$ cat config.mk
export PLATFORM = sky130hd
export DESIGN_NAME = acmcr_core_mode_regs
export DESIGN_NICKNAME = d
export VERILOG_FILES = /design/src/pkg/acmcr_pkg.sv /design/src/design/acmcr_core_mode_regs.sv /design/src/design/acmcr_spi_slave.sv
export SDC_FILE = /design/constraint.sdc
export NUM_CORES = 1
export LEC_CHECK = 0
export BUFFER_PORTS_ARGS = -buffer_cell sky130_fd_sc_hd__buf_2
export CAP_MARGIN = 20
export CELL_PAD_IN_SITES_DETAIL_PLACEMENT = 1
export CELL_PAD_IN_SITES_GLOBAL_PLACEMENT = 2
export CORE_AREA = 2 2 142 75
export DETAILED_ROUTE_END_ITERATION = 12
export DIE_AREA = 0 0 144 77
export PLACE_DENSITY = 0.77
export SYNTH_ARGS = -nofsm -noshare
export SYNTH_HDL_FRONTEND = slang
export SYNTH_SLANG_ARGS = --single-unit
$ cat constraint.sdc
create_clock -name sys_clk -period 1.97 [get_ports sys_clk]
set_input_delay 0 -clock sys_clk [delete_from_list [all_inputs] [get_ports sys_clk]]
set_output_delay 0 -clock sys_clk [all_outputs]
set_load 0.005 [all_outputs]
$ cat src/pkg/acmcr_pkg.sv
package acmcr_pkg;
   // serial frame layout: one direction bit, address, data word
   localparam int unsigned ADDR_W = 7;
   localparam int unsigned DATA_W = 16;
   localparam int unsigned HEAD_W = 8;
   localparam logic DIR_WRITE = 1'b1;

   // register addresses
   localparam logic [6:0] CHAN_PTR_ADDR = 7'h01;
   localparam logic [6:0] CLK_MODE_ADDR = 7'h07;
   localparam logic [6:0] SRC_SEL_ADDR = 7'h16;
   localparam logic [6:0] IMP_TRIM_ADDR = 7'h1c;
   localparam logic [6:0] PWR_DOWN_ADDR = 7'h5c;
   localparam logic [6:0] SWING_ADDR = 7'h6a;
   localparam logic [6:0] IMP_READ_ADDR = 7'h70;

   // field positions
   localparam int unsigned CLK_INTERLEAVE_BIT = 0;
   localparam int unsigned CLK_HALVE_BIT = 1;
   localparam int unsigned SRC_OFFSET_BIT = 0;
   localparam int unsigned SRC_CM_BIT = 1;
   localparam int unsigned SRC_IMP_BIT = 2;
   localparam int unsigned PWR_DOWN_BIT = 0;
   localparam int unsigned SWING_BIT = 0;
   localparam int unsigned IMP_W = 4;
   localparam int unsigned PTR_W = 3;

   // reset values
   localparam logic [15:0] CLK_MODE_RESET = 16'h0001;
   localparam logic [15:0] SRC_SEL_RESET = 16'h0000;
   localparam logic [15:0] IMP_TRIM_RESET_WORD = 16'h8000;
   localparam logic [15:0] SWING_RESET = 16'h0000;
   localparam logic [15:0] CHAN_PTR_RESET = 16'h0004;
   localparam logic PWR_DOWN_RESET = 1'b0;

   // writable bits of each register; all others read zero
   localparam logic [15:0] CLK_MODE_MASK = 16'h0003;
   localparam logic [15:0] SRC_SEL_MASK = 16'h0007;
   localparam logic [15:0] IMP_MASK = 16'h000f;
   localparam logic [15:0] PWR_MASK = 16'h0001;
   localparam logic [15:0] SWING_MASK = 16'h0001;
   localparam logic [15:0] PTR_MASK = 16'h0007;

   // channel pointer codes
   localparam logic [2:0] CHAN_ALL = 3'h4;
   localparam logic [2:0] CHAN_MASTER = 3'h7;

   // core clock phase in quarters of the external period
   localparam logic [1:0] PHASE_ZERO = 2'h0;
   localparam logic [1:0] PHASE_HALF = 2'h2;
endpackage

$ cat src/design/acmcr_core_mode_regs.sv
`timescale 1ns/1ps
// Functional notes
// - clock mode resets 0001, bit0 staggers cores
// - interleave bit zero aligns all core clocks
// - clock mode bit1 halves input clock rate
// - staggered sets: all four, A+B, C+D
// - two-core staggered: half period offset each
// - simultaneous: active cores sample and output together
// - standby bit0 powers down selected cores
// - pointer picks core or all; others persist
// - swing bit: zero reduced, one standard swing
// - impedance trim 4 bits, rw 1C, ro 70
// - source select defaults zero, bit3 stays zero
// - host impedance value only when bit2 set
// - zero source bits always mean factory values
// - bit1 common mode, bit0 offset source
module acmcr_core_mode_regs #(
   parameter int unsigned NUM_CORES = 4,
   parameter int unsigned IMP_W = acmcr_pkg::IMP_W
) (
   input wire logic sys_clk,
   input wire logic resetn,
   input wire logic spi_cs_n,
   input wire logic spi_sclk,
   input wire logic spi_mosi,
   output logic spi_miso,
   output logic spi_miso_oe_n,
   input wire logic [IMP_W-1:0] factory_imp_trim,
   output logic core_interleave,
   output logic input_clock_halve,
   output logic sample_enable,
   output logic [NUM_CORES-1:0] core_power_down,
   output logic [2*NUM_CORES-1:0] core_phase,
   output logic stagger_set_legal,
   output logic output_swing_full,
   output logic [IMP_W-1:0] imp_trim_eff,
   output logic imp_source_bit,
   output logic common_mode_source_bit,
   output logic offset_source_bit
);
   // the pointer codes, phase table and per-core standby assume four cores
   if (NUM_CORES != 4) begin : g_bad_cores
      $error("this block serves exactly four cores");
   end
   if (IMP_W != acmcr_pkg::IMP_W) begin : g_bad_imp
      $error("impedance trim width is fixed by the register layout");
   end

   localparam int unsigned AW = acmcr_pkg::ADDR_W;
   localparam int unsigned DW = acmcr_pkg::DATA_W;

   // bus strobes from the serial slave
   logic reg_wr; // one-cycle write strobe
   logic reg_rd; // one-cycle read strobe
   logic [AW-1:0] reg_addr; // decoded address
   logic [DW-1:0] reg_wdata; // written word
   logic [DW-1:0] reg_rdata; // read mux result

   // stored registers
   logic [2:0] chan_ptr_q; // core pointer for per-core registers
   logic [1:0] clk_mode_q; // interleave and halve bits
   logic [2:0] src_sel_q; // trim source choices, bit3 not stored
   logic [IMP_W-1:0] imp_trim_q; // host impedance trim
   logic [NUM_CORES-1:0] pwr_down_q; // per-core standby
   logic swing_q; // output swing choice
   logic halve_ph_q; // divide-by-two phase
   logic [IMP_W-1:0] imp_eff; // impedance in effect
   logic [NUM_CORES-1:0] ptr_cores; // cores hit by the pointer
   logic [1:0] n_active; // active core count, low bits
   logic all_active; // every core powered
   logic pair_ab; // only cores A and B powered
   logic pair_cd; // only cores C and D powered
   logic [2*NUM_CORES-1:0] phase_d; // next core phase word

   // serial front end
   acmcr_spi_slave #(
      .ADDR_W(AW),
      .DATA_W(DW)
   ) u_spi (
      .sys_clk(sys_clk),
      .resetn(resetn),
      .spi_cs_n(spi_cs_n),
      .spi_sclk(spi_sclk),
      .spi_mosi(spi_mosi),
      .spi_miso(spi_miso),
      .spi_miso_oe_n(spi_miso_oe_n),
      .reg_wr(reg_wr),
      .reg_rd(reg_rd),
      .reg_addr(reg_addr),
      .reg_wdata(reg_wdata),
      .reg_rdata(reg_rdata)
   );

   // host trim reset value taken from the upper nibble of the default word
   localparam logic [IMP_W-1:0] IMP_RESET =
      acmcr_pkg::IMP_TRIM_RESET_WORD[DW-1 -: IMP_W];

   // channel pointer, three bits kept so the master code 7 fits
   always_ff @(posedge sys_clk) begin
      if (!resetn) begin
         chan_ptr_q <= acmcr_pkg::CHAN_PTR_RESET[2:0];
      end else if (reg_wr && reg_addr == acmcr_pkg::CHAN_PTR_ADDR) begin
         chan_ptr_q <= reg_wdata[2:0];
      end
   end

   // clock mode: staggered timing out of reset
   always_ff @(posedge sys_clk) begin
      if (!resetn) begin
         clk_mode_q <= acmcr_pkg::CLK_MODE_RESET[1:0];
      end else if (reg_wr && reg_addr == acmcr_pkg::CLK_MODE_ADDR) begin
         // upper bits are dropped so they read back as zero
         clk_mode_q <= reg_wdata[1:0];
      end
   end

   // source select: only bits 2..0 exist, bit 3 is wired to zero
   always_ff @(posedge sys_clk) begin
      if (!resetn) begin
         src_sel_q <= acmcr_pkg::SRC_SEL_RESET[2:0];
      end else if (reg_wr && reg_addr == acmcr_pkg::SRC_SEL_ADDR) begin
         // the new word replaces all choices at once, so a zero bit
         // falls back to factory whatever was chosen before
         src_sel_q <= reg_wdata[2:0];
      end
   end

   // host impedance trim, stored even while factory value rules
   always_ff @(posedge sys_clk) begin
      if (!resetn) begin
         imp_trim_q <= IMP_RESET;
      end else if (reg_wr && reg_addr == acmcr_pkg::IMP_TRIM_ADDR) begin
         imp_trim_q <= reg_wdata[IMP_W-1:0];
      end
   end

   // output swing choice, reduced out of reset
   always_ff @(posedge sys_clk) begin
      if (!resetn) begin
         swing_q <= acmcr_pkg::SWING_RESET[acmcr_pkg::SWING_BIT];
      end else if (reg_wr && reg_addr == acmcr_pkg::SWING_ADDR) begin
         swing_q <= reg_wdata[acmcr_pkg::SWING_BIT];
      end
   end

   // cores addressed by the pointer; master code reaches no core
   always_comb begin
      ptr_cores = '0;
      if (chan_ptr_q == acmcr_pkg::CHAN_ALL) begin
         ptr_cores = '1;
      end else if (chan_ptr_q < acmcr_pkg::CHAN_ALL) begin
         ptr_cores[chan_ptr_q[1:0]] = 1'b1;
      end
   end

   // standby: only addressed cores change, the rest keep their state
   always_ff @(posedge sys_clk) begin
      if (!resetn) begin
         pwr_down_q <= {NUM_CORES{acmcr_pkg::PWR_DOWN_RESET}};
      end else if (reg_wr && reg_addr == acmcr_pkg::PWR_DOWN_ADDR) begin
         for (int i = 0; i < NUM_CORES; i++) begin
            if (ptr_cores[i]) begin
               pwr_down_q[i] <= reg_wdata[acmcr_pkg::PWR_DOWN_BIT];
            end
         end
      end
   end

   // impedance in effect: host value only while its source bit is set
   always_comb begin
      if (src_sel_q[acmcr_pkg::SRC_IMP_BIT]) begin
         imp_eff = imp_trim_q;
      end else begin
         imp_eff = factory_imp_trim;
      end
   end

   // which staggered core set is powered
   always_comb begin
      all_active = pwr_down_q == 4'h0;
      pair_ab = pwr_down_q == 4'hc;
      pair_cd = pwr_down_q == 4'h3;
      n_active = 2'(!pwr_down_q[0]) + 2'(!pwr_down_q[1])
         + 2'(!pwr_down_q[2]) + 2'(!pwr_down_q[3]);
   end

   // core sampling phase, in quarters of the external clock period;
   // powered-down cores sit at phase zero only in the pair sets and aligned mode
   always_comb begin
      phase_d = '0;
      if (clk_mode_q[acmcr_pkg::CLK_INTERLEAVE_BIT]) begin
         if (pair_ab) begin
            // two cores take half a period each
            phase_d[3:2] = acmcr_pkg::PHASE_HALF;
         end else if (pair_cd) begin
            phase_d[7:6] = acmcr_pkg::PHASE_HALF;
         end else begin
            // quarter step per core
            for (int i = 0; i < NUM_CORES; i++) begin
               phase_d[2*i +: 2] = 2'(i);
            end
         end
      end else begin
         // aligned: every active core samples and outputs together
         phase_d = '0;
      end
   end

   // divide-by-two runs as an every-other-cycle sampling enable
   always_ff @(posedge sys_clk) begin
      if (!resetn) begin
         halve_ph_q <= 1'b0;
         sample_enable <= 1'b1;
      end else if (clk_mode_q[acmcr_pkg::CLK_HALVE_BIT]) begin
         halve_ph_q <= ~halve_ph_q;
         sample_enable <= halve_ph_q;
      end else begin
         halve_ph_q <= 1'b0;
         sample_enable <= 1'b1;
      end
   end

   // registered copies of the settings for the converter
   always_ff @(posedge sys_clk) begin
      if (!resetn) begin
         core_interleave <= acmcr_pkg::CLK_MODE_RESET[acmcr_pkg::CLK_INTERLEAVE_BIT];
         input_clock_halve <= acmcr_pkg::CLK_MODE_RESET[acmcr_pkg::CLK_HALVE_BIT];
         core_power_down <= {NUM_CORES{acmcr_pkg::PWR_DOWN_RESET}};
         core_phase <= '0;
         output_swing_full <= acmcr_pkg::SWING_RESET[acmcr_pkg::SWING_BIT];
      end else begin
         core_interleave <= clk_mode_q[acmcr_pkg::CLK_INTERLEAVE_BIT];
         input_clock_halve <= clk_mode_q[acmcr_pkg::CLK_HALVE_BIT];
         core_power_down <= pwr_down_q;
         core_phase <= phase_d;
         output_swing_full <= swing_q;
      end
   end

   // trim sources and the value in effect
   always_ff @(posedge sys_clk) begin
      if (!resetn) begin
         imp_trim_eff <= '0;
         imp_source_bit <= acmcr_pkg::SRC_SEL_RESET[acmcr_pkg::SRC_IMP_BIT];
         common_mode_source_bit <= acmcr_pkg::SRC_SEL_RESET[acmcr_pkg::SRC_CM_BIT];
         offset_source_bit <= acmcr_pkg::SRC_SEL_RESET[acmcr_pkg::SRC_OFFSET_BIT];
      end else begin
         imp_trim_eff <= imp_eff;
         imp_source_bit <= src_sel_q[acmcr_pkg::SRC_IMP_BIT];
         common_mode_source_bit <= src_sel_q[acmcr_pkg::SRC_CM_BIT];
         offset_source_bit <= src_sel_q[acmcr_pkg::SRC_OFFSET_BIT];
      end
   end

   // flags a staggered setting the host must not use: it is legal only
   // with all four cores or one of the two pairs powered
   always_ff @(posedge sys_clk) begin
      if (!resetn) begin
         stagger_set_legal <= 1'b1;
      end else begin
         stagger_set_legal <= !clk_mode_q[acmcr_pkg::CLK_INTERLEAVE_BIT]
            || all_active || pair_ab || pair_cd;
      end
   end

   // read mux; reserved bits and unmapped addresses read as zero
   always_comb begin
      reg_rdata = '0;
      unique case (reg_addr)
         acmcr_pkg::CHAN_PTR_ADDR: begin
            reg_rdata[2:0] = chan_ptr_q;
         end
         acmcr_pkg::CLK_MODE_ADDR: begin
            reg_rdata[1:0] = clk_mode_q;
         end
         acmcr_pkg::SRC_SEL_ADDR: begin
            // bit 3 and above stay zero
            reg_rdata[2:0] = src_sel_q;
         end
         acmcr_pkg::IMP_TRIM_ADDR: begin
            reg_rdata[IMP_W-1:0] = imp_trim_q;
         end
         acmcr_pkg::IMP_READ_ADDR: begin
            // read-only view of the value actually applied
            reg_rdata[IMP_W-1:0] = imp_eff;
         end
         acmcr_pkg::PWR_DOWN_ADDR: begin
            // all-cores pointer reads set only when every core sleeps
            reg_rdata[acmcr_pkg::PWR_DOWN_BIT] =
               (ptr_cores != '0) && ((pwr_down_q & ptr_cores) == ptr_cores);
         end
         acmcr_pkg::SWING_ADDR: begin
            reg_rdata[acmcr_pkg::SWING_BIT] = swing_q;
         end
         default: begin
            reg_rdata = '0;
         end
      endcase
   end

   // n_active and reg_rd are unused and only tied off here
   logic unused_ok;
   assign unused_ok = &{1'b0, n_active, reg_rd};
endmodule

$ cat src/design/acmcr_spi_slave.sv
`timescale 1ns/1ps
module acmcr_spi_slave #(
   parameter int unsigned ADDR_W = acmcr_pkg::ADDR_W,
   parameter int unsigned DATA_W = acmcr_pkg::DATA_W
) (
   input wire logic sys_clk,
   input wire logic resetn,
   input wire logic spi_cs_n,
   input wire logic spi_sclk,
   input wire logic spi_mosi,
   output logic spi_miso,
   output logic spi_miso_oe_n,
   output logic reg_wr,
   output logic reg_rd,
   output logic [ADDR_W-1:0] reg_addr,
   output logic [DATA_W-1:0] reg_wdata,
   input wire logic [DATA_W-1:0] reg_rdata
);
   localparam int unsigned FRAME_W = acmcr_pkg::HEAD_W + DATA_W;

   // the head holds direction plus address, and the 5-bit counter spans the frame
   if (ADDR_W + 1 != acmcr_pkg::HEAD_W || DATA_W < ADDR_W || FRAME_W > 31) begin : g_bad_head
      $error("frame layout does not fit the head or the bit counter");
   end

   typedef enum logic [1:0] {ACMCR_IDLE, ACMCR_HEAD, ACMCR_BODY} acmcr_frame_t;

   acmcr_frame_t phase_q; // where in the frame we are
   logic sclk_q; // last sampled serial clock
   logic [4:0] cnt_q; // bits taken this frame
   logic [DATA_W-1:0] shin_q; // incoming bits
   logic [DATA_W-1:0] shout_q; // read word being sent
   logic write_q; // direction of this frame
   logic rise;
   logic fall;

   // pins are synchronous to sys_clk, so plain edge detection suffices
   assign rise = spi_sclk & ~sclk_q;
   assign fall = ~spi_sclk & sclk_q;

   // serial clock history
   always_ff @(posedge sys_clk) begin
      if (!resetn) begin
         sclk_q <= 1'b0;
      end else begin
         sclk_q <= spi_sclk;
      end
   end

   // frame capture: head gives direction and address, body the word
   always_ff @(posedge sys_clk) begin
      if (!resetn) begin
         phase_q <= ACMCR_IDLE;
         cnt_q <= 5'h00;
         shin_q <= '0;
         write_q <= 1'b0;
         reg_addr <= '0;
         reg_wdata <= '0;
         reg_wr <= 1'b0;
         reg_rd <= 1'b0;
      end else begin
         reg_wr <= 1'b0;
         reg_rd <= 1'b0;
         if (spi_cs_n) begin
            // a frame cut short is dropped whole
            phase_q <= ACMCR_IDLE;
            cnt_q <= 5'h00;
         end else if (rise) begin
            shin_q <= {shin_q[DATA_W-2:0], spi_mosi};
            cnt_q <= cnt_q + 5'h01;
            unique case (phase_q)
               ACMCR_IDLE, ACMCR_HEAD: begin
                  phase_q <= ACMCR_HEAD;
                  if (cnt_q == 5'(acmcr_pkg::HEAD_W - 1)) begin
                     phase_q <= ACMCR_BODY;
                     write_q <= shin_q[ADDR_W-1] == acmcr_pkg::DIR_WRITE;
                     reg_addr <= {shin_q[ADDR_W-2:0], spi_mosi};
                     reg_rd <= shin_q[ADDR_W-1] != acmcr_pkg::DIR_WRITE;
                  end
               end
               ACMCR_BODY: begin
                  if (cnt_q == 5'(FRAME_W - 1)) begin
                     phase_q <= ACMCR_IDLE;
                     reg_wdata <= {shin_q[DATA_W-2:0], spi_mosi};
                     reg_wr <= write_q;
                  end
               end
            endcase
         end
      end
   end

   // read word leaves msb first, changing on falling edges
   always_ff @(posedge sys_clk) begin
      if (!resetn) begin
         shout_q <= '0;
         spi_miso <= 1'b0;
      end else if (reg_rd) begin
         shout_q <= reg_rdata;
      end else if (fall && !spi_cs_n && phase_q == ACMCR_BODY && !write_q) begin
         spi_miso <= shout_q[DATA_W-1];
         shout_q <= {shout_q[DATA_W-2:0], 1'b0};
      end
   end

   // drive the data-out pin only during the body of a read
   always_ff @(posedge sys_clk) begin
      if (!resetn) begin
         spi_miso_oe_n <= 1'b1;
      end else begin
         spi_miso_oe_n <= spi_cs_n | write_q | (phase_q != ACMCR_BODY);
      end
   end
endmodule

# After elaboration in Yosys (flattened, before gate mapping)
# Cells that the tools add are included.
[totals]
output_inout_bits = 26
inputBits = 9
register_bits = 89
[classes]
order_cmp = 3
n_addsub = 1
n_reduce_logical = 38
bitwise = 18
n_mux = 17
n_eq_ne = 17
[ops]
columns = ["operator", "count"]
rows = [
  ["$eq A7 B7 Y1 const B", 3],
  ["$mux W4", 5],
  ["$reduce_and A2 Y1", 9],
  ["$eq A7 B5 Y1 const B", 2],
  ["$not A1 Y1", 13],
  ["$logic_and A1 B1 Y1", 11],
  ["$reduce_or A5 Y1", 2],
  ["$reduce_and A4 Y1", 2],
  ["$eq A7 B1 Y1 const B", 1],
  ["$eq A7 B3 Y1 const B", 1],
  ["$pmux W1 S7", 1],
  ["$mux W2", 3],
  ["$mux W6", 1],
  ["$reduce_or A2 Y1", 3],
  ["$add A5 B1 Y5 const B", 1],
  ["$eq A5 B3 Y1 const B", 1],
  ["$eq A5 B5 Y1 const B", 1],
  ["$pmux W1 S5", 1],
  ["$and A4 B4 Y4", 1],
  ["$eq A4 B2 Y1 const B", 1],
  ["$eq A4 B4 Y1", 1],
  ["$eq A4 B4 Y1 const B", 1],
  ["$logic_not A4 Y1", 1],
  ["$pmux W1 S4", 1],
  ["other kinds (20)", 27],
]

# Longest topological paths before layout
# Gate-level depths: netlist of run 1.
[depth]
depth_word = 11
ltp_mapped = 8
ltp_nobuf = 6

# By module
# From an unflattened synthesis of run 1, not the netlist that was laid out.
[unflattened]
hier_cells = 480
hier_area_um2 = 4426.7
[by_module_without_submodules]
columns = ["mod", "area_each_um2", "n_inst", "cells_each"]
rows = [
  ["acmcr_spi_slave", 2713.9, 1, 307],
  ["acmcr_core_mode_regs", 1712.9, 1, 173],
]

# Least setup slack after synthesis of run 1
# No wires, ideal clock.
[synth_path]
path_kind = "flip-flop to flip-flop"
start = "register u_spi.reg_addr[2]"
end = "register u_spi.shout_q[0]"
setup_slack_ns = 0.306
stages_incl_launch_ff = 8
t_required_ns = 1.841
path_buffers = 2
t_arrival_ns = 1.535
cell_sequence = "dfxtp_1 buf_4 and4bb_2 and4bb_2 buf_6 a2111oi_2 a21o_1 a22oi_1"
[synth_between]
elab_chain_cells = 3
elab_cells_between_ends = 9
cone_classes = "7 x eq/ne; 2 x mux"
[synth_lines]
columns = ["element", "line_no", "rtl"]
rows = [
  ["start, declared", "acmcr_spi_slave.sv:15", "output logic [ADDR_W-1:0] reg_addr,"],
  ["start signal, assigned", "acmcr_spi_slave.sv:77", "reg_addr <= {shin_q[ADDR_W-2:0], spi_mosi};"],
  ["$eq A7 B7 Y1 (tied with other cells)", "acmcr_core_mode_regs.sv:269", "unique case (reg_addr)"],
  ["$pmux W1 S7 (*)", "acmcr_core_mode_regs.sv:269", ""],
  ["$mux W4 (*)", "acmcr_spi_slave.sv:98", "end else if (reg_rd) begin"],
  ["end signal, assigned", "acmcr_spi_slave.sv:99", "shout_q <= reg_rdata;"],
  ["end signal, assigned", "acmcr_spi_slave.sv:102", "shout_q <= {shout_q[DATA_W-2:0], 1'b0};"],
  ["end, declared", "acmcr_spi_slave.sv:32", "logic [DATA_W-1:0] shout_q;"],
]
# Every way passes the cells marked *; elsewhere a longest branch is shown, timed or not.
# A chain may end at the register's enable or synchronous reset.

# Worst setup path after layout of run 1
[layout_path]
start = "register u_spi.reg_addr[4]"
end = "register u_spi.shout_q[0]"
# Same word-level chain as after synthesis.

==> results.yml, run 1 <==
sta:
  slew_viol_final: 0
  fin_crit_sh: 0.896
  setup_ws_ns: 0.204
  max_freq_mhz: 566
  slew_headroom: 0.620
  fin_skew_ns: 0.00805
  setup_viol: 0
  grt_setup_unrepaired: "no"
  fin_tns_setup_ns: 0
  hold_viol: 0
  tightest_slew_ns: 0.568
  holdWs_ns: 0.131
  period_needed_ns: 1.77
worst_setup_path:
  critPathMaxFanout: 6
  cp-end-kind: "register"
  crit-reg2reg-launch: "u_spi.reg_addr[4]"
  worstRegToRegCells: 5
  required_ns: 2.23
  crit_arrival_ns: 2.03
  rr_endpoint: "u_spi.shout_q[0]"
  reg2reg_setup_slack_ns: 0.20
  cp-start-kind: "register"
  crit_type: "register to register"
logic_synthesis:
  synth-async-reset-ratio: 0
  synthTopCellsByArea: "dfxtp_1 (47%), mux2i_1 (11%), nor2b_1 (4.8%)"
  synth_edf_count: 0
  ys_seq_elements: 84
  synth_top_area_cell: "dfxtp_1"
  syn_inst: 369
  ys_types: 52
  yosysTopAreaCellShare: 0.474
  ys.warnings.count: 0
  avgSynthCellArea_um2: 9.62
  synth_area_um2: 3550
  seq_area_frac_synth: 0.474
  synth_ff_type: "dfxtp_1"
grt:
  grt_pass1_wl_um: 14300
  grt_max_degree: 38
  antenna_found_initial: 0
  grt_pass1_vias: 2645
  overflow: 0
  grt.total_usage: 0.172
detailed_routing:
  drc: 0
  wl_per_cell_um: 15.6
  drt-total-wl_um: 8520
  drtIter0Drc: 125
  postRouteAntennaNets: 0
  drtPass1Iterations: 4
  viasPerCell: 4.85
  vias: 2642
min_path:
  hp-class: "input port to register"
  whs_path_depth: 4
  hold_path_end: "imp_trim_eff[0]"
  worstHoldStart: "factory_imp_trim[0]"
power:
  power_leakage_uw: 0.00173
  comb_power_share: 0.030
  p_clk_frac: 0.485
  p_int_uw: 2750
  power.net_switching_uw: 790
  vdd_drop_max_v: 0.000375
  seqPwrFrac: 0.485
  sw_frac_of_total: 0.223
  powerDensity_nw_per_um2: 852
job:
  cap_viol_max_count: 0
cts:
  path_clk_slew_ns: 0.06
  cts_tree: "built"
  clock_sinks: 84
  clk_path_buf_depth: 2
  tritoncts.num_buffers: 9
  h-tree-depth: 3
  insertion_delay_ns: 0.34
  root_buffer: "clkbuf_16"
floorplan:
  ioPinCount: 35
  die_h_um: 77
  die_w_um: 144
  initial_core_util: 0.360
  die_area_um2: 11100
  core-area_um2: 9860
  rows: 26
status:
  outcome: "completed"
finish:
  fin_area_um2: 4150
  fin_nets: 410
  post-route-util: 0.421
  area_growth_pct: 17.1
  drive_gt1_frac: 0.173
  antenna_cells: 0
placement:
  pre_cts_ws_ns: 0.138
  gp_congestion: 0.844
  port_buffers: 31
  hpwlAfterDp_um: 6250
  placed_area_um2: 3790
-- layout make-up --
cell class	instances	area [µm²]
Timing Repair Buffer	44	280
Clock inverter	7	73.8
Fill cell	1140	5700
Multi-Input combinational cell	256	1700
Inverter	5	18.8
Tap cell	140	175
Clock buffer	9	225
Sequential cell	84	1680
-- timing repair --
item                                   in CTS  in global routing
setup endpoints to repair                   0                  2
endpoints found under the hold margin      10                  0
resized for setup                           0                  2
setup buffers                               0                  0
hold buffers                                6                  0
-- power groups by stage --
stage | Combinational (µW) | Sequential, µW | Clock (µW)
floorplan | 69.2 | 1750 | 0
global placement | 98.2 | 1750 | 0
detailed placement | 99.5 | 1750 | 0
CTS | 109 | 1720 | 1750
global route | 121 | 1720 | 1840
finish | 107 | 1720 | 1720
-- worst max-delay path by stage --
| stage | from | to | slack (ns) |
|---|---|---|---|
| 4_1_cts | u_spi.reg_addr[2] | u_spi.shout_q[1] | 0.13 |
| 2_1_floorplan | u_spi.reg_addr[2] | u_spi.shout_q[0] | 0.31 |
| 3_3_place_gp | u_spi.reg_addr[1] | u_spi.shout_q[0] | 0.23 |
| 5_1_grt | u_spi.reg_addr[2] | u_spi.shout_q[1] | 0.08 |
| 3_5_place_dp | u_spi.reg_addr[2] | u_spi.shout_q[1] | 0.14 |
| 6_report | u_spi.reg_addr[4] | u_spi.shout_q[0] | 0.20 |
-- through the flow --
step                      total power, µW  instances
final                                3540        545
after global routing                 3680        545
after CTS                            3570        545
after detailed placement             1850        523
after global placement               1850        523
after floorplan                      1820        371
-- per-layer routing --
| layer | part of all wire | GRT usage | vias up |
|---|---|---|---|
| met2 | 0.37 | 0.217 | 55 |
| li1 | - | - | 1318 |
| met3 | 0.053 | 0.0556 | 8 |
| met4 | 0.011 | 0.0500 | 0 |
| met1 | 0.56 | 0.269 | 1261 |
| met5 | 0 | 0 | - |
-- cell usage in the layout, fill, tap and decap left out, types with 4 or more instances in the layout --
| cell type | count |
|---|---|
| o21ai_0 | 5 |
| and4bb_2 | 4 |
| inv_1 | 5 |
| clkbuf_16 | 9 |
| nor3_1 | 5 |
| and2_1 | 9 |
| nand3_1 | 16 |
| buf_2 | 31 |
| nand2_1 | 35 |
| xnor2_1 | 4 |
| dfxtp_1 | 82 |
| buf_4 | 6 |
| nand3b_1 | 5 |
| mux2i_1 | 38 |
| nor2b_1 | 27 |
| a21oi_1 | 10 |
| a21boi_0 | 14 |
| dlygate4sd3_1 | 6 |
| nor2_1 | 32 |
| and3_1 | 4 |
-- worst max-delay path: stages, from the launching register on --
cell and delay, ns:
dfxtp_1 0.42, or3b_2 0.52, nor2b_2 0.29, a2111oi_2 0.11, a21o_1 0.17, a22oi_1 0.18
-- synth_stat cells (all sizes together), types with 4 or more instances --
library cell,count
mux2i,38
nand2,35
and3,4
nor2,32
a21boi,14
a21oi,10
clkbuf,14
o21ai,5
and4bb,4
nand2b,4
nand3b,5
inv,5
nor3,6
xnor2,4
nand3,16
nor2b,29
and2,10
buf,12
dfxtp,84
-- registers in the layout, indices dropped and copies added (netlist names), 2 cells and up --
signal / cells
chan_ptr_q: 3
clk_mode_q: 2
core_phase: 3
core_power_down: 4
imp_trim_eff: 4
imp_trim_q: 4
pwr_down_q: 4
src_sel_q: 3
u_spi.cnt_q: 5
u_spi.phase_q: 2
u_spi.reg_addr: 7
u_spi.reg_wdata: 4
u_spi.shin_q: 7
u_spi.shout_q: 16
-- kinds of logic (layout without fill, tap and decap cells) --
kind of cell | Yosys count | after routing | share of synthesized area
AOI/OAI and AO/OA | 47 | 47 | 0.0938
DFF | 84 | 84 | 0.474
xor gates and xnor gates | 7 | 7 | 0.0173
other | 1 | 3 | 0.00106
buffers and inverters | 31 | 65 | 0.0501
adders and majority gates | 1 | 1 | 0.00353
muxes | 40 | 40 | 0.114
and+or+nand+nor | 158 | 158 | 0.247
No activity file was read; power rests on OpenSTA's default activity.
==> run 2: changes to the inputs <==
CORE_AREA = 5 5 145 78   (was 2 2 142 75)
DIE_AREA = 0 0 150 83   (was 0 0 144 77)
==> results.yml, run 2 (synthesis gave the netlist of run 1 again) <==
finish:
  drive_gt1_frac: 0.162
  area_growth_pct: 16.5
  final_cell_mix: "dfxtp_1 (84), mux2i_1 (38), nand2_1 (35), nor2_1 (32), buf_2 (31)"
  fillers: 1148
  seq_area_um2: 1680
  reg_top3: "u_spi.shout_q x16, u_spi.reg_addr x7, u_spi.shin_q x7"
  antenna_cells: 0
  stdcell_count: 541
  largest_register_ff_count: 16
  multiInputGateArea_um2: 1700
  top_register: "u_spi.shout_q"
  final_common_cell: "dfxtp_1"
  fin_nets: 408
detailed_routing:
  drt-total-wl_um: 8840
  wl_per_cell_um: 16.3
  postRouteAntennaNets: 0
  drtIter0Drc: 127
  drtPass1Iterations: 4
  vias: 2669
  drc: 0
  viasPerCell: 4.93
worst_setup_path:
  crit_type: "register to register"
  cp_slowest_cell: "dfxtp_1"
  worstRegToRegCells: 5
  critPathMaxFanout: 10
  cp-end-kind: "register"
  critPathMostFrequentCell: "and4bb_2"
  cp-start-kind: "register"
  critical_path.cell_chain: "and4bb_2 > and4bb_2 > a2111oi_2 > a21o_1 > a22oi_1"
  required_ns: 2.18
  cp_slowest_stage_delay_ns: 0.46
  crit_arrival_ns: 2.05
floorplan:
  ioPinCount: 35
  initial_core_util: 0.359
  rows: 26
  die_w_um: 150
  die_h_um: 83
  die_area_um2: 12500
  core-area_um2: 9890
power:
  power.net_switching_uw: 708
  p_clk_frac: 0.490
  seqPwrFrac: 0.481
  p_int_uw: 2860
  finalPower_uw: 3570
  comb_power_share: 0.029
  powerDensity_nw_per_um2: 864
  vdd_drop_max_v: 0.000380
  sw_frac_of_total: 0.199
  power_leakage_uw: 0.00173
grt:
  antenna_found_initial: 0
  grt.total_usage: 0.150
  grt_pass1_vias: 2643
  overflow: 0
  grt_pass1_wl_um: 14600
  grt_max_degree: 34
sta:
  fin_skew_ns: 0.00427
  hold_viol: 0
  fin_crit_sh: 0.933
  fin_tns_setup_ns: 0
  setup_viol: 0
  slew_headroom: 0.622
  max_freq_mhz: 544
  grt_setup_unrepaired: "no"
  period_needed_ns: 1.84
  slew_viol_final: 0
  tightest_slew_ns: 0.559
placement:
  gp_congestion: 0.861
  hpwlAfterDp_um: 6590
  port_buffers: 31
  place_inst: 522
min_path:
  hp-class: "input port to register"
  whs_path_depth: 2
cts:
  root_buffer: "clkbuf_16"
  insertion_delay_ns: 0.34
  tritoncts.num_buffers: 9
  path_clk_slew_ns: 0.06
  post_cts_buffers: 0
  clk_path_buf_depth: 2
  h-tree-depth: 3
  clock_sinks: 84
  cts_tree: "built"
status:
  outcome: "completed"
job:
  cap_viol_max_count: 0
==> run 2: changes by cell type in the layout (fill, tap and decap cells not counted) <==
cell | before | now
clkbuf_8 | 0 | 4
clkinv_2 | 2 | 0
buf_12 | 1 | 0
dfxtp_2 | 2 | 0
inv_6 | 3 | 0
dlygate4sd3_1 | 6 | 5
clkinvlp_4 | 1 | 0
dfxtp_1 | 82 | 84
==> run 2: per-stage QoR <==
stage	utilization	setup WS (ns)	hold WS, ns	instance area, µm²
2_1_floorplan	-	0.306	0.106	3560
3_3_place_gp	0.381	0.223	0.264	3770
3_5_place_dp	0.381	0.152	0.288	3770
4_1_cts	0.418	0.139	0.132	4130
5_1_grt	0.418	0.00875	0.167	4130
6_report	0.418	0.132	0.127	4130
==> run 2: layout make-up <==
type | instances | share of cell area
tap | 140 | 0.0424
inverter | 5 | 0.00454
clock inverter | 1 | 0.00727
timing repair buffer | 42 | 0.0606
clock buffer | 13 | 0.0678
sequential | 84 | 0.407
multi-input combinational | 256 | 0.411
==> run 2: routing by layer <==
layer / routed length, µm / part of all wire / track usage / up-vias
met5: 0 / 0 / 0 / -
met4: 118 / 0.013 / 0.0473 / 0
met3: 676 / 0.076 / 0.0550 / 10
met2: 3380 / 0.38 / 0.191 / 63
met1: 4670 / 0.53 / 0.228 / 1284
li1: - / - / - / 1312
==> run 2: power groups by stage <==
stage               combinational, µW  clock (µW)  sequential [µW]
floorplan                        69.2           0             1750
global placement                 95.2           0             1750
detailed placement               96.4           0             1750
CTS                               104        1810             1720
global route                      115        1870             1720
finish                            103        1750             1720
==> run 2: critical path, delay by kind of cell (launching register included) <==
kind            cells  cell delay (ns)
compound gates      3             0.65
flops               1             0.46
simple gates        2             0.60
==> run 2: what timing repair did <==
action                                 CTS  global route
gates resized for setup                  0             0
setup endpoints to repair                0             0
endpoints found under the hold margin    6             0
hold buffers                             5             0
==> run 2: final timing paths <==
path | from | end | slack (ns)
worst max-delay path | u_spi.reg_addr[1] | u_spi.shout_q[0] | 0.13
worst min-delay path | resetn | core_interleave | 0.13
worst max register to register | u_spi.reg_addr[1] | u_spi.shout_q[0] | 0.13
worst min register to register | halve_ph_q | halve_ph_q | 0.40
==> run 3: changes to the inputs <==
CELL_PAD_IN_SITES_DETAIL_PLACEMENT = not set   (was 1)
CELL_PAD_IN_SITES_GLOBAL_PLACEMENT = not set   (was 2)
CORE_AREA = 5 5 140 75   (was 5 5 145 78)
DIE_AREA = 0 0 145 80   (was 0 0 150 83)
PLACE_DENSITY = 0.57   (was 0.77)
==> results.yml, run 3 (synthesis gave the netlist of run 1 again) <==
status:
  outcome: "completed"
placement:
  hpwlAfterDp_um: 5930
  place_inst: 502
  port_buffers: 31
  gp_congestion: 0.957
finish:
  area_growth_pct: 15.3
  stdcell_count: 523
  antenna_cells: 0
  fin_nets: 407
  reg_top3: "u_spi.shout_q x16, u_spi.reg_addr x7, u_spi.shin_q x7"
  post-route-util: 0.446
  fillers: 890
  final_cell_mix: "dfxtp_1 (84), mux2i_1 (38), nand2_1 (35), nor2_1 (32), buf_2 (31)"
  top_register: "u_spi.shout_q"
  largest_register_ff_count: 16
  final_common_cell: "dfxtp_1"
  drive_gt1_frac: 0.164
detailed_routing:
  postRouteAntennaNets: 0
  drtIter0Drc: 146
  wl_per_cell_um: 15.3
  drtPass1Iterations: 4
  viasPerCell: 5.05
  drc: 0
  drt-total-wl_um: 8020
  vias: 2639
sta:
  period_needed_ns: 1.83
  slew_viol_final: 0
  slew_headroom: 0.659
  fin_skew_ns: 0.00922
  hold_viol: 0
  grt_setup_unrepaired: "no"
  fin_tns_setup_ns: 0
  max_freq_mhz: 547
  setup_viol: 0
  fin_crit_sh: 0.927
  tightest_slew_ns: 0.509
worst_setup_path:
  critical_path.cell_chain: "and4bb_2 > and4bb_2 > a2111oi_2 > a21o_1 > a22oi_1"
  crit_type: "register to register"
  required_ns: 2.19
  cp_slowest_cell: "dfxtp_1"
  crit_arrival_ns: 2.04
  cp-end-kind: "register"
  cp-start-kind: "register"
  cp_slowest_stage_delay_ns: 0.49
  critPathMaxFanout: 10
  critPathMostFrequentCell: "and4bb_2"
grt:
  grt_pass1_vias: 2327
  grt_pass1_wl_um: 12900
  overflow: 0
  grt_max_degree: 36
  antenna_found_initial: 0
  grt.total_usage: 0.143
floorplan:
  die_area_um2: 11600
  die_w_um: 145
  ioPinCount: 35
  core-area_um2: 9170
  rows: 25
  initial_core_util: 0.387
  die_h_um: 80
cts:
  path_clk_slew_ns: 0.06
  post_cts_buffers: 0
  cts_tree: "built"
  h-tree-depth: 3
  clock_sinks: 84
  insertion_delay_ns: 0.34
  clk_path_buf_depth: 2
  root_buffer: "clkbuf_16"
  tritoncts.num_buffers: 9
job:
  cap_viol_max_count: 0
power:
  powerDensity_nw_per_um2: 854
  power_leakage_uw: 0.00171
  vdd_drop_max_v: 0.000416
  finalPower_uw: 3490
min_path:
  hp-class: "input port to register"
-- run 3: per-layer routing --
| layer | vias up | part of all wire | GRT usage |
|---|---|---|---|
| met2 | 86 | 0.35 | 0.161 |
| met4 | 0 | 0.0091 | 0.0367 |
| met5 | - | 0 | 0 |
| met1 | 1235 | 0.55 | 0.233 |
| li1 | 1312 | - | - |
| met3 | 6 | 0.085 | 0.0562 |
-- run 3: worst max-delay path, delay by kind of cell, from the launching register on --
kind            cells  cell delay, ns
flops               1            0.49
simple gates        2            0.60
compound gates      3            0.62
-- run 3: final timing paths --
kind	endpoint	from	cells past startpoint	slack, ns
worst max-delay path	u_spi.shout_q[0]	u_spi.reg_addr[1]	5	0.14
worst min-delay path	clk_mode_q[0]	resetn	2	0.04
worst max register to register	u_spi.shout_q[0]	u_spi.reg_addr[1]	5	0.14
worst min register to register	halve_ph_q	halve_ph_q	1	0.40
-- run 3: final cells by class --
cell class | instances | area [µm²] | share of cell area
inverters | 5 | 18.8 | 0.00459
clock buffers | 9 | 225 | 0.0550
flip-flops and latches | 84 | 1680 | 0.411
clock inverters | 7 | 75.1 | 0.0183
multi-input cells | 256 | 1700 | 0.415
repair buffers | 41 | 243 | 0.0593
well taps | 121 | 151 | 0.0370
-- run 3: report_power, final --
part           switching, µW  internal, µW
logic                   54.4          44.4
registers               6.46          1710
clock network            695           985
total                    756          2740
-- run 3: per-stage QoR --
| step | area, µm² | hold slack (ns) | setup WS (ns) |
|---|---|---|---|
| 6_report | 4090 | 0.0371 | 0.143 |
| 5_1_grt | 4090 | 0.0739 | 0.0129 |
| 4_1_cts | 4090 | 0.0364 | 0.161 |
| 3_5_place_dp | 3740 | 0.267 | 0.170 |
| 3_3_place_gp | 3740 | 0.261 | 0.228 |
| 2_1_floorplan | 3560 | 0.106 | 0.306 |
-- run 3: timing repair --
action	4_1_cts	5_1_grt
gates resized for setup	0	0
hold endpoints to repair	8	0
hold buffers	5	0
